<file path="config.mk">
export PLATFORM = sky130hd
export DESIGN_NAME = rcc_ctrl
export DESIGN_NICKNAME = d
export VERILOG_FILES = /design/src/rtl/rcc_pkg.sv /design/src/rtl/rcc_ctrl.sv /design/src/rtl/rcc_timer.sv
export SDC_FILE = /design/constraint.sdc
export NUM_CORES = 1
export LEC_CHECK = 0
export ABC_AREA = 1
export BUFFER_PORTS_ARGS = -buffer_cell sky130_fd_sc_hd__buf_2
export CAP_MARGIN = 10
export CORE_MARGIN = 5
export CORE_UTILIZATION = 50
export CTS_BUF_LIST = sky130_fd_sc_hd__clkbuf_4 sky130_fd_sc_hd__clkbuf_8 sky130_fd_sc_hd__clkbuf_16
export CTS_CLUSTER_SIZE = 16
export DETAILED_ROUTE_END_ITERATION = 10
export PLACE_DENSITY = 0.71
export SYNTH_ARGS = -nofsm -noshare
export SYNTH_HDL_FRONTEND = slang
export SYNTH_HIERARCHICAL = 1
export SYNTH_SLANG_ARGS = --single-unit
</file>
<file path="constraint.sdc">
create_clock -name mclk -period 3.7 [get_ports mclk]
set_input_delay 0.74 -clock mclk [delete_from_list [all_inputs] [get_ports mclk]]
set_output_delay 0.74 -clock mclk [all_outputs]
set_load 0.02 [all_outputs]
</file>
<file path="src/rtl/rcc_pkg.sv">
package rcc_pkg;

    // ****************************************
    // Register map (AXI4-Lite byte addresses)
    // ****************************************
    localparam logic [7:0] RCC_CTRL_OFS = 8'h00;
    localparam logic [7:0] RCC_INPUT_OFS = 8'h04;
    localparam logic [7:0] RCC_STATUS_OFS = 8'h08;
    localparam logic [7:0] RCC_TON_OFS = 8'h0c;
    localparam logic [7:0] RCC_DEAD_TIME_OFS = 8'h10;
    localparam logic [7:0] RCC_IRQ_STAT_OFS = 8'h14;
    localparam logic [7:0] RCC_IRQ_MASK_OFS = 8'h18;

    // ****************************************
    // Control register fields
    // ****************************************
    localparam int RCC_CTRL_AUTO_BIT = 0;
    localparam int RCC_CTRL_MANUAL_BIT = 1;
    localparam int RCC_CTRL_FB_BIT = 2;
    localparam int RCC_CTRL_W = 3;
    localparam logic [2:0] RCC_CTRL_RST = 3'h0;

    // ****************************************
    // Timing defaults, in microseconds
    // ****************************************
    localparam int RCC_CLK_MHZ = 125;
    localparam int RCC_TON_US_DFLT = 1;
    localparam int RCC_DEAD_TIME_US_DFLT = 1;
    localparam logic [31:0] RCC_TON_RST = 32'(RCC_TON_US_DFLT * RCC_CLK_MHZ);
    localparam logic [31:0] RCC_DEAD_TIME_RST = 32'(RCC_DEAD_TIME_US_DFLT * RCC_CLK_MHZ);

    // ****************************************
    // Status codes
    // ****************************************
    localparam logic [7:0] RCC_ST_ERR_UP = 8'h01;
    localparam logic [7:0] RCC_ST_ERR_DN = 8'h02;
    localparam logic [7:0] RCC_ST_SAFE = 8'h65;
    localparam logic [7:0] RCC_ST_MAN_IDLE = 8'h66;
    localparam logic [7:0] RCC_ST_MAN_UP = 8'h67;
    localparam logic [7:0] RCC_ST_MAN_DN = 8'h68;
    localparam logic [7:0] RCC_ST_AUTO_OFF = 8'h6e;
    localparam logic [7:0] RCC_ST_AUTO_UP = 8'h6f;
    localparam logic [7:0] RCC_ST_AUTO_DN = 8'h70;

    // Interrupt bits: 0 error up, 1 error down, 2 safety stop, 3 pulse start
    localparam int RCC_IRQ_W = 4;

    // Requested direction from the mode logic
    typedef struct packed {
        logic raise;
        logic lower;
    } rcc_dir_type;

    typedef enum logic [1:0] {
        RCC_IDLE,
        RCC_RAISE,
        RCC_LOWER,
        RCC_DEAD
    } rcc_state_type;

endpackage : rcc_pkg

</file>
<file path="src/rtl/rcc_ctrl.sv">
// The implementer's own choices: register access over AXI4-Lite and the register addresses.
`timescale 1ns/1ps
// How it works
// - Auto enabled: direction input picks raise/lower
// - Manual mode overrides auto; follows push inputs
// - Both manual pushes: both outputs off
// - Safety stop forces outputs off, top priority
// - Lower feedback blocks raise, error 1
// - Raise feedback blocks lower, error 2
// - Feedback inputs ignored unless enabled
// - Minimum on-time (unless safety stop or a feedback block cuts the pulse) and dead time enforced
// - Status byte encodes current activity
module rcc_ctrl
    import rcc_pkg::*;
(
    input wire logic mclk, // Clock, 125 MHz
    input wire logic srst, // Sync reset, active high
    input wire logic direction_select, // Auto direction, high raises
    input wire logic manual_raise, // Manual raise push
    input wire logic manual_lower, // Manual lower push
    input wire logic safety_stop, // Forces outputs off
    input wire logic raise_fb, // Raise relay feedback
    input wire logic lower_fb, // Lower relay feedback
    output logic raise_out, // Raise contactor drive
    output logic lower_out, // Lower contactor drive
    output logic [7:0] status, // Activity and error code
    output logic irq, // Level interrupt
    input wire logic [7:0] s_axi_awaddr, // AXI write address
    input wire logic s_axi_awvalid, // Write address valid
    output logic s_axi_awready, // Write address ready
    input wire logic [31:0] s_axi_wdata, // Write data
    input wire logic [3:0] s_axi_wstrb, // Write strobes
    input wire logic s_axi_wvalid, // Write data valid
    output logic s_axi_wready, // Write data ready
    output logic [1:0] s_axi_bresp, // Write response
    output logic s_axi_bvalid, // Write response valid
    input wire logic s_axi_bready, // Write response ready
    input wire logic [7:0] s_axi_araddr, // Read address
    input wire logic s_axi_arvalid, // Read address valid
    output logic s_axi_arready, // Read address ready
    output logic [31:0] s_axi_rdata, // Read data
    output logic [1:0] s_axi_rresp, // Read response
    output logic s_axi_rvalid, // Read data valid
    input wire logic s_axi_rready // Read data ready
);
    logic [RCC_CTRL_W-1:0] ctrl_q;
    logic [31:0] ton_q;
    logic [31:0] dead_time_q;
    logic [RCC_IRQ_W-1:0] ist_q;
    logic [RCC_IRQ_W-1:0] imask_q;
    logic [7:0] status_q;
    logic raise_q;
    logic lower_q;
    logic irq_q;
    rcc_state_type st_q;
    rcc_dir_type req;
    logic auto_en;
    logic man_en;
    logic fb_en;
    logic block_up;
    logic block_dn;
    logic tmr_load;
    logic [31:0] tmr_count;
    logic tmr_done;
    logic [RCC_IRQ_W-1:0] ev;
    logic aw_hold_q;
    logic w_hold_q;
    logic [7:0] awaddr_q;
    logic [31:0] wdata_q;
    logic [3:0] wstrb_q;
    logic bvalid_q;
    logic [1:0] bresp_q;
    logic rvalid_q;
    logic [31:0] rdata_q;
    logic [1:0] rresp_q;
    logic wr_go;
    logic [31:0] wmask;

    // ****************************************
    // Mode selection
    // ****************************************
    assign auto_en = ctrl_q[RCC_CTRL_AUTO_BIT];
    assign man_en = ctrl_q[RCC_CTRL_MANUAL_BIT];
    assign fb_en = ctrl_q[RCC_CTRL_FB_BIT];
    assign block_up = fb_en && lower_fb;
    assign block_dn = fb_en && raise_fb;

    // Requested direction before timing is applied
    always_comb begin
        req = '0;
        if (safety_stop) begin
            req = '0;
        end else if (man_en) begin
            if (manual_raise && !manual_lower) begin
                req.raise = 1'b1;
            end else if (manual_lower && !manual_raise) begin
                req.lower = 1'b1;
            end
        end else if (auto_en) begin
            req.raise = direction_select;
            req.lower = !direction_select;
        end
        // Feedback veto applies last so a stuck relay blocks any mode
        if (block_up) begin
            req.raise = 1'b0;
        end
        if (block_dn) begin
            req.lower = 1'b0;
        end
    end

    // ****************************************
    // Drive sequencer
    // ****************************************
    rcc_timer #(.W(32)) u_timer (
        .mclk(mclk),
        .srst(srst),
        .load(tmr_load),
        .count(tmr_count),
        .done(tmr_done)
    );

    // Timer loads min on-time at pulse start and dead time at pulse end
    always_comb begin
        tmr_load = 1'b0;
        tmr_count = ton_q;
        case (st_q)
            RCC_IDLE: begin
                if (req.raise || req.lower) begin
                    tmr_load = 1'b1;
                end
            end
            RCC_RAISE, RCC_LOWER: begin
                // Same exit test as the sequencer, so a feedback cut also gets a full dead time
                if (safety_stop || (st_q == RCC_RAISE ? block_up || (!req.raise && tmr_done)
                        : block_dn || (!req.lower && tmr_done))) begin
                    tmr_load = 1'b1;
                    tmr_count = dead_time_q;
                end
            end
            default: begin
            end
        endcase
    end

    // Safety stop or a feedback block cuts a pulse short; otherwise on-time is honoured
    always_ff @(posedge mclk) begin
        if (srst) begin
            st_q <= RCC_IDLE;
            raise_q <= 1'b0;
            lower_q <= 1'b0;
        end else begin
            case (st_q)
                RCC_IDLE: begin
                    if (req.raise) begin
                        st_q <= RCC_RAISE;
                        raise_q <= 1'b1;
                    end else if (req.lower) begin
                        st_q <= RCC_LOWER;
                        lower_q <= 1'b1;
                    end
                end
                RCC_RAISE: begin
                    if (safety_stop || block_up || (!req.raise && tmr_done)) begin
                        st_q <= RCC_DEAD;
                        raise_q <= 1'b0;
                    end
                end
                RCC_LOWER: begin
                    if (safety_stop || block_dn || (!req.lower && tmr_done)) begin
                        st_q <= RCC_DEAD;
                        lower_q <= 1'b0;
                    end
                end
                default: begin
                    if (tmr_done) begin
                        st_q <= RCC_IDLE;
                    end
                end
            endcase
        end
    end

    // ****************************************
    // Status byte
    // ****************************************
    always_ff @(posedge mclk) begin
        if (srst) begin
            status_q <= RCC_ST_AUTO_OFF;
        end else if (safety_stop) begin
            status_q <= RCC_ST_SAFE;
        end else if (block_up && (man_en ? manual_raise && !manual_lower
                                         : auto_en && direction_select)) begin
            status_q <= RCC_ST_ERR_UP;
        end else if (block_dn && (man_en ? manual_lower && !manual_raise
                                         : auto_en && !direction_select)) begin
            status_q <= RCC_ST_ERR_DN;
        end else if (man_en) begin
            status_q <= req.raise ? RCC_ST_MAN_UP :
                        req.lower ? RCC_ST_MAN_DN : RCC_ST_MAN_IDLE;
        end else if (auto_en) begin
            status_q <= direction_select ? RCC_ST_AUTO_UP : RCC_ST_AUTO_DN;
        end else begin
            status_q <= RCC_ST_AUTO_OFF;
        end
    end

    // ****************************************
    // Interrupts
    // ****************************************
    assign ev[0] = status_q != RCC_ST_ERR_UP && block_up && req == '0 && !safety_stop
                   && (man_en ? manual_raise && !manual_lower : auto_en && direction_select);
    assign ev[1] = status_q != RCC_ST_ERR_DN && block_dn && !safety_stop
                   && (man_en ? manual_lower && !manual_raise : auto_en && !direction_select);
    assign ev[2] = safety_stop && status_q != RCC_ST_SAFE;
    assign ev[3] = st_q == RCC_IDLE && (req.raise || req.lower);

    // Set wins over a write-one clear in the same cycle
    always_ff @(posedge mclk) begin
        if (srst) begin
            ist_q <= '0;
        end else begin
            ist_q <= (ist_q & ~((wr_go && awaddr_q == RCC_IRQ_STAT_OFS && wstrb_q[0])
                                 ? wdata_q[RCC_IRQ_W-1:0] : '0)) | ev;
        end
    end

    always_ff @(posedge mclk) begin
        if (srst) begin
            irq_q <= 1'b0;
        end else begin
            irq_q <= |(ist_q & imask_q);
        end
    end

    // ****************************************
    // AXI4-Lite slave
    // ****************************************
    assign wr_go = aw_hold_q && w_hold_q && !bvalid_q;
    assign wmask = {{8{wstrb_q[3]}}, {8{wstrb_q[2]}}, {8{wstrb_q[1]}}, {8{wstrb_q[0]}}};

    // Address and data captured independently, in either order
    always_ff @(posedge mclk) begin
        if (srst) begin
            aw_hold_q <= 1'b0;
            w_hold_q <= 1'b0;
            awaddr_q <= '0;
            wdata_q <= '0;
            wstrb_q <= '0;
        end else begin
            if (s_axi_awvalid && !aw_hold_q) begin
                aw_hold_q <= 1'b1;
                awaddr_q <= s_axi_awaddr;
            end else if (wr_go) begin
                aw_hold_q <= 1'b0;
            end
            if (s_axi_wvalid && !w_hold_q) begin
                w_hold_q <= 1'b1;
                wdata_q <= s_axi_wdata;
                wstrb_q <= s_axi_wstrb;
            end else if (wr_go) begin
                w_hold_q <= 1'b0;
            end
        end
    end

    // Register writes and write response
    always_ff @(posedge mclk) begin
        if (srst) begin
            ctrl_q <= RCC_CTRL_RST;
            ton_q <= RCC_TON_RST;
            dead_time_q <= RCC_DEAD_TIME_RST;
            imask_q <= '0;
            bvalid_q <= 1'b0;
            bresp_q <= 2'h0;
        end else begin
            if (wr_go) begin
                bvalid_q <= 1'b1;
                bresp_q <= 2'h0;
                if (awaddr_q == RCC_CTRL_OFS) begin
                    if (wstrb_q[0]) ctrl_q <= wdata_q[RCC_CTRL_W-1:0];
                end else if (awaddr_q == RCC_TON_OFS) begin
                    ton_q <= (ton_q & ~wmask) | (wdata_q & wmask);
                end else if (awaddr_q == RCC_DEAD_TIME_OFS) begin
                    dead_time_q <= (dead_time_q & ~wmask) | (wdata_q & wmask);
                end else if (awaddr_q == RCC_IRQ_MASK_OFS) begin
                    if (wstrb_q[0]) imask_q <= wdata_q[RCC_IRQ_W-1:0];
                end else if (awaddr_q == RCC_IRQ_STAT_OFS || awaddr_q == RCC_INPUT_OFS
                             || awaddr_q == RCC_STATUS_OFS) begin
                    bresp_q <= 2'h0;
                end else begin
                    bresp_q <= 2'h2; // Unmapped: SLVERR
                end
            end else if (bvalid_q && s_axi_bready) begin
                bvalid_q <= 1'b0;
            end
        end
    end

    // Read path: one-cycle registered answer
    always_ff @(posedge mclk) begin
        if (srst) begin
            rvalid_q <= 1'b0;
            rdata_q <= '0;
            rresp_q <= 2'h0;
        end else if (s_axi_arvalid && !rvalid_q) begin
            rvalid_q <= 1'b1;
            rresp_q <= 2'h0;
            rdata_q <= '0;
            if (s_axi_araddr == RCC_CTRL_OFS) begin
                rdata_q <= 32'(ctrl_q);
            end else if (s_axi_araddr == RCC_INPUT_OFS) begin
                rdata_q <= {24'h0, raise_q, lower_q, lower_fb, raise_fb, safety_stop,
                            manual_lower, manual_raise, direction_select};
            end else if (s_axi_araddr == RCC_STATUS_OFS) begin
                rdata_q <= {22'h0, st_q, status_q};
            end else if (s_axi_araddr == RCC_TON_OFS) begin
                rdata_q <= ton_q;
            end else if (s_axi_araddr == RCC_DEAD_TIME_OFS) begin
                rdata_q <= dead_time_q;
            end else if (s_axi_araddr == RCC_IRQ_STAT_OFS) begin
                rdata_q <= 32'(ist_q);
            end else if (s_axi_araddr == RCC_IRQ_MASK_OFS) begin
                rdata_q <= 32'(imask_q);
            end else begin
                rresp_q <= 2'h2;
            end
        end else if (rvalid_q && s_axi_rready) begin
            rvalid_q <= 1'b0;
        end
    end

    assign s_axi_awready = !aw_hold_q;
    assign s_axi_wready = !w_hold_q;
    assign s_axi_arready = !rvalid_q;
    assign s_axi_bvalid = bvalid_q;
    assign s_axi_bresp = bresp_q;
    assign s_axi_rvalid = rvalid_q;
    assign s_axi_rdata = rdata_q;
    assign s_axi_rresp = rresp_q;
    assign raise_out = raise_q;
    assign lower_out = lower_q;
    assign status = status_q;
    assign irq = irq_q;

    // ****************************************
    // Assertions
    // ****************************************
    property p_excl;
        @(posedge mclk) disable iff (srst) !(raise_q && lower_q);
    endproperty
    a_excl: assert property (p_excl) else $error("raise and lower both on");

    property p_safe;
        @(posedge mclk) disable iff (srst) safety_stop |=> !raise_q && !lower_q;
    endproperty
    a_safe: assert property (p_safe) else $error("outputs on after safety stop");

    property p_safe_st;
        @(posedge mclk) disable iff (srst) safety_stop |=> status_q == RCC_ST_SAFE;
    endproperty
    a_safe_st: assert property (p_safe_st) else $error("status not 101 on stop");

    property p_blk_up;
        @(posedge mclk) disable iff (srst) fb_en && lower_fb && !raise_q |=> !raise_q;
    endproperty
    a_blk_up: assert property (p_blk_up) else $error("raise set despite feedback");

    property p_blk_dn;
        @(posedge mclk) disable iff (srst) fb_en && raise_fb && !lower_q |=> !lower_q;
    endproperty
    a_blk_dn: assert property (p_blk_dn) else $error("lower set despite feedback");

    property p_both_man;
        @(posedge mclk) disable iff (srst)
            man_en && manual_raise && manual_lower && !raise_q && !lower_q
            |=> !raise_q && !lower_q;
    endproperty
    a_both_man: assert property (p_both_man) else $error("output on with both pushes");

    property p_dead;
        @(posedge mclk) disable iff (srst)
            $fell(raise_q) || $fell(lower_q) |-> !raise_q && !lower_q ##1 !raise_q && !lower_q;
    endproperty
    a_dead: assert property (p_dead) else $error("dead time skipped");

    property p_auto_up;
        @(posedge mclk) disable iff (srst)
            !safety_stop && !man_en && auto_en && direction_select && !fb_en
            |=> status_q == RCC_ST_AUTO_UP;
    endproperty
    a_auto_up: assert property (p_auto_up) else $error("auto raise status wrong");

    property p_man_st;
        @(posedge mclk) disable iff (srst)
            !safety_stop && man_en && !manual_raise && !manual_lower
            |=> status_q == RCC_ST_MAN_IDLE;
    endproperty
    a_man_st: assert property (p_man_st) else $error("manual idle status wrong");

    c_raise: cover property (@(posedge mclk) disable iff (srst) $rose(raise_q));
    c_lower: cover property (@(posedge mclk) disable iff (srst) $rose(lower_q));
    c_stop: cover property (@(posedge mclk) disable iff (srst) raise_q ##1 safety_stop);
    c_err: cover property (@(posedge mclk) disable iff (srst) status_q == RCC_ST_ERR_UP);
endmodule : rcc_ctrl

</file>
<file path="src/rtl/rcc_timer.sv">
`timescale 1ns/1ps
// Down counter: loaded with a count, done when it reaches zero
module rcc_timer
    import rcc_pkg::*;
#(
    parameter int W = 32
) (
    input wire logic mclk, // Clock
    input wire logic srst, // Sync reset
    input wire logic load, // Load pulse
    input wire logic [W-1:0] count, // Cycles to run
    output logic done // Count reached zero
);
    logic [W-1:0] cnt_q;

    // Count down, holding at zero
    always_ff @(posedge mclk) begin
        if (srst) begin
            cnt_q <= '0;
        end else if (load) begin
            cnt_q <= count;
        end else if (cnt_q != '0) begin
            cnt_q <= cnt_q - 1'b1;
        end
    end

    assign done = (cnt_q == '0);
endmodule : rcc_timer

</file>
==> impl_metrics.env <==
export IMPL_status="finished, final reports clean"
export IMPL_hold_slack_ns=0.4609
export IMPL_slew_headroom_pct=39.21
export IMPL_grt_overflow=0
export IMPL_cts_setup_buffers=0
export IMPL_busiest_layer="met2"
export IMPL_met1_usage_pct=35.56
export IMPL_cap_violations=0
export IMPL_synth_area_um2=9746
export IMPL_setup_viol=0
export IMPL_rsz0062_at_grt="false"
export IMPL_pin_count=117
export IMPL_synthSimpleGateAreaFrac_pct=30.23
export IMPL_peakVddDrop_uv=393.1
export IMPL_synth_enable_flop_cells=0
export IMPL_synthAdderAreaFrac_pct=0.6419
export IMPL_ys_flop_type="dfxtp_1"
export IMPL_start_util_pct=50.40
export IMPL_io_buffers=113
export IMPL_path_clk_slew_ns=0.07
export IMPL_cpMostUsedCell="nand2_1"
export IMPL_p_leak_nw=4.708
export IMPL_dp_cells=1722
export IMPL_antenna_found_initial=0
export IMPL_slowest_stage="clkinv_1"
export IMPL_place_area_um2=10410
export IMPL_ys_types=46
export IMPL_area_growth_pct=12.44
export IMPL_dieArea_um2=22380
export IMPL_worstPathMaxFanout=17
export IMPL_hold_path_class="reg2reg"
export IMPL_final_common_cell="nand2_1"
export IMPL_synth_cells=1393
export IMPL_wl_um=26460
export IMPL_drive_gt1_share_pct=15.74
export IMPL_finClkSkew_ns=0.01015
export IMPL_grt_pass1_vias=8519
export IMPL_synth_top_area_share_pct=41.08
export IMPL_yosysTopAreaCell="dfxtp_1"
export IMPL_p_per_area_nw_per_um2=664.4
export IMPL_insertion_delay_ns=0.43
export IMPL_grt_usage_pct=24.06
export IMPL_synth_compound_area_share_pct=18.54
export IMPL_endpoint_kind="flop"
export IMPL_antenna_cells=0
export IMPL_ys_async_sr_fraction_pct=0
export IMPL_ctsResizeCount=0
export IMPL_crit_arrival_ns=3.64
export IMPL_max_stage_delay_ns=0.37
export IMPL_cts_sinks=200
export IMPL_yosys_warnings=6
export IMPL_final_nets=1546
export IMPL_drtIter0Drc=914
export IMPL_max_freq_ghz=0.3058
export IMPL_cp_data_required_time_ns=4.07
export IMPL_period_share_pct=88.39
export IMPL_dr_pass1_iters=5
export IMPL_ys_ff_latch=200
export IMPL_routed_via_density=5.320
export IMPL_place_congestion=0.9602
export IMPL_grt_max_degree=71
export IMPL_period_minus_slack_ns=3.270
export IMPL_grt_pass1_wl_um=43410
export IMPL_ant_nets=0
export IMPL_synth_area_per_cell_um2=6.996
export IMPL_hpwl_um=19540
export IMPL_vias=9321
export IMPL_cts_root_buf="clkbuf_16"
export IMPL_worst_slew_pin_slew_ns=0.9096
export IMPL_cts_buffers=17
export IMPL_reg2reg_slack_ns=0.43
export IMPL_start_kind="flop"
export IMPL_dieHeight_um=149.6
export IMPL_use_met3_pct=3.846
export IMPL_fin_area_um2=10960
export IMPL_fin_util_pct=56.68
export IMPL_die_w_um=149.6
export IMPL_critPathKind="reg2reg"
export IMPL_synth_top_family_by_area="simple AND/OR/NAND/NOR gates"
export IMPL_muxShareOfSynthArea_pct=0
export IMPL_final_cells=1752
export IMPL_slew_viol_final=0
export IMPL_synthTopCellsByArea="dfxtp_1 (41%), nand2_1 (11%), nor2_1 (7.6%)"
export IMPL_synth_xor_area_share_pct=1.168
export IMPL_tns_ns=0
export IMPL_drc=0
export IMPL_ys_seq_area_share_pct=41.08
export IMPL_clockBufferDepth=2
export IMPL_rows=51
export IMPL_post_drt_wl_per_cell_um=15.10
export IMPL_hold_violations=0
export IMPL_placeableCoreArea_um2=19330
export IMPL_tritoncts="yes"
export IMPL_final_cell_mix="nand2_1 (297), dfxtp_1 (200), nor2_1 (198), o21ai_0 (137), inv_1 (114)"
export IMPL_hold_buffers=0
export IMPL_use_met2_pct=36.97
export IMPL_h_tree_depth=4
export IMPL_path_cells="inv_1, ha_1, nand2_2, nor2_8, nand2_1, nor2_1, nand2_1, nor2_2, inv_1, nand2_1, nand2_1, o22ai_2, nand2_4, a21oi_2, clkinv_1, buf_4, nand2_4, nand2_1, inv_1, nand2_1, nor2_1"
-- critical path, delay by kind of cell, from the launching register on --
family	cells	cell delay (ns)
AO/OA/AOI/OAI	2	0.37
adder cells (fa/ha/maj)	1	0.30
buffers and inverters	5	0.92
flip-flops	1	0.32
AND/OR/NAND/NOR	13	1.27
-- metal layers --
layer / share of wire [%] / vias up
li1: - / 4712
met1: 48 / 4275
met2: 44 / 309
met3: 6.9 / 25
met4: 1.1 / 0
met5: 0 / -
-- cell families after synthesis --
family	count (synthesis)
and+or+nand+nor	661
AOI/OAI and AO/OA	326
DFF	200
buffers and inverters	187
xor gates and xnor gates	13
adders and majority gates	5
other	1
-- metrics by stage --
stage / worst slack [ns] / total power, mW
after CTS: 0.4243 / 7.272
final: 0.4296 / 7.281
after detailed placement: 0.4980 / 5.490
after global placement: 0.5886 / 5.471
after global routing: 0.04228 / 7.807
after floorplan: 0.5969 / 4.908
-- final timing paths --
check	to	cells past startpoint	from
setup / recovery	u_timer/cnt_q[30]$_SDFFE_PP0P_	21	u_timer/cnt_q[0]$_SDFFE_PP0P_
hold / removal	s_axi_rdata[10]$_SDFFE_PP0P_	2	s_axi_rdata[10]$_SDFFE_PP0P_
setup reg to reg	u_timer/cnt_q[30]$_SDFFE_PP0P_	21	u_timer/cnt_q[0]$_SDFFE_PP0P_
hold reg to reg	s_axi_rdata[10]$_SDFFE_PP0P_	2	s_axi_rdata[10]$_SDFFE_PP0P_
-- power breakdown --
| part | total [mW] | internal [mW] | switching [mW] |
|---|---|---|---|
| clock network | 1.78 | 0.940 | 0.841 |
| logic | 2.93 | 0.953 | 1.98 |
| registers | 2.57 | 2.36 | 0.209 |
-- cell usage after synthesis (2+ instances only) --
cell and number:
nand2_1 297, nor2_2 8, inv_2 2, buf_2 3, inv_1 115, nor2_4 7
o21ai_0 137, o21bai_1 2, ha_1 5, dfxtp_1 200, clkinv_1 4, nand2_2 22
or2_2 10, nand3b_1 3, o221ai_1 3, nor3_4 2, a21oi_2 10, buf_6 9
nand2_4 4, o21ai_1 19, nand4_1 16, buf_4 8, a21oi_1 110, nor3_1 25
xor2_1 8, clkbuf_1 42, o211ai_1 38, nor2_8 3, clkinv_2 3, nor2_1 198
xnor2_1 5, nand3_1 61
-- cell type report --
type / count / area, um^2
well taps: 265 / 331.6
clock buffers: 18 / 432.9
repair buffers: 125 / 658.1
clock inverters: 12 / 117.6
inverters: 124 / 469.2
fillers: 1912 / 8377
multi-input cells: 1008 / 4945
flip-flops and latches: 200 / 4004
No activity file was read; power rests on OpenSTA's default activity.
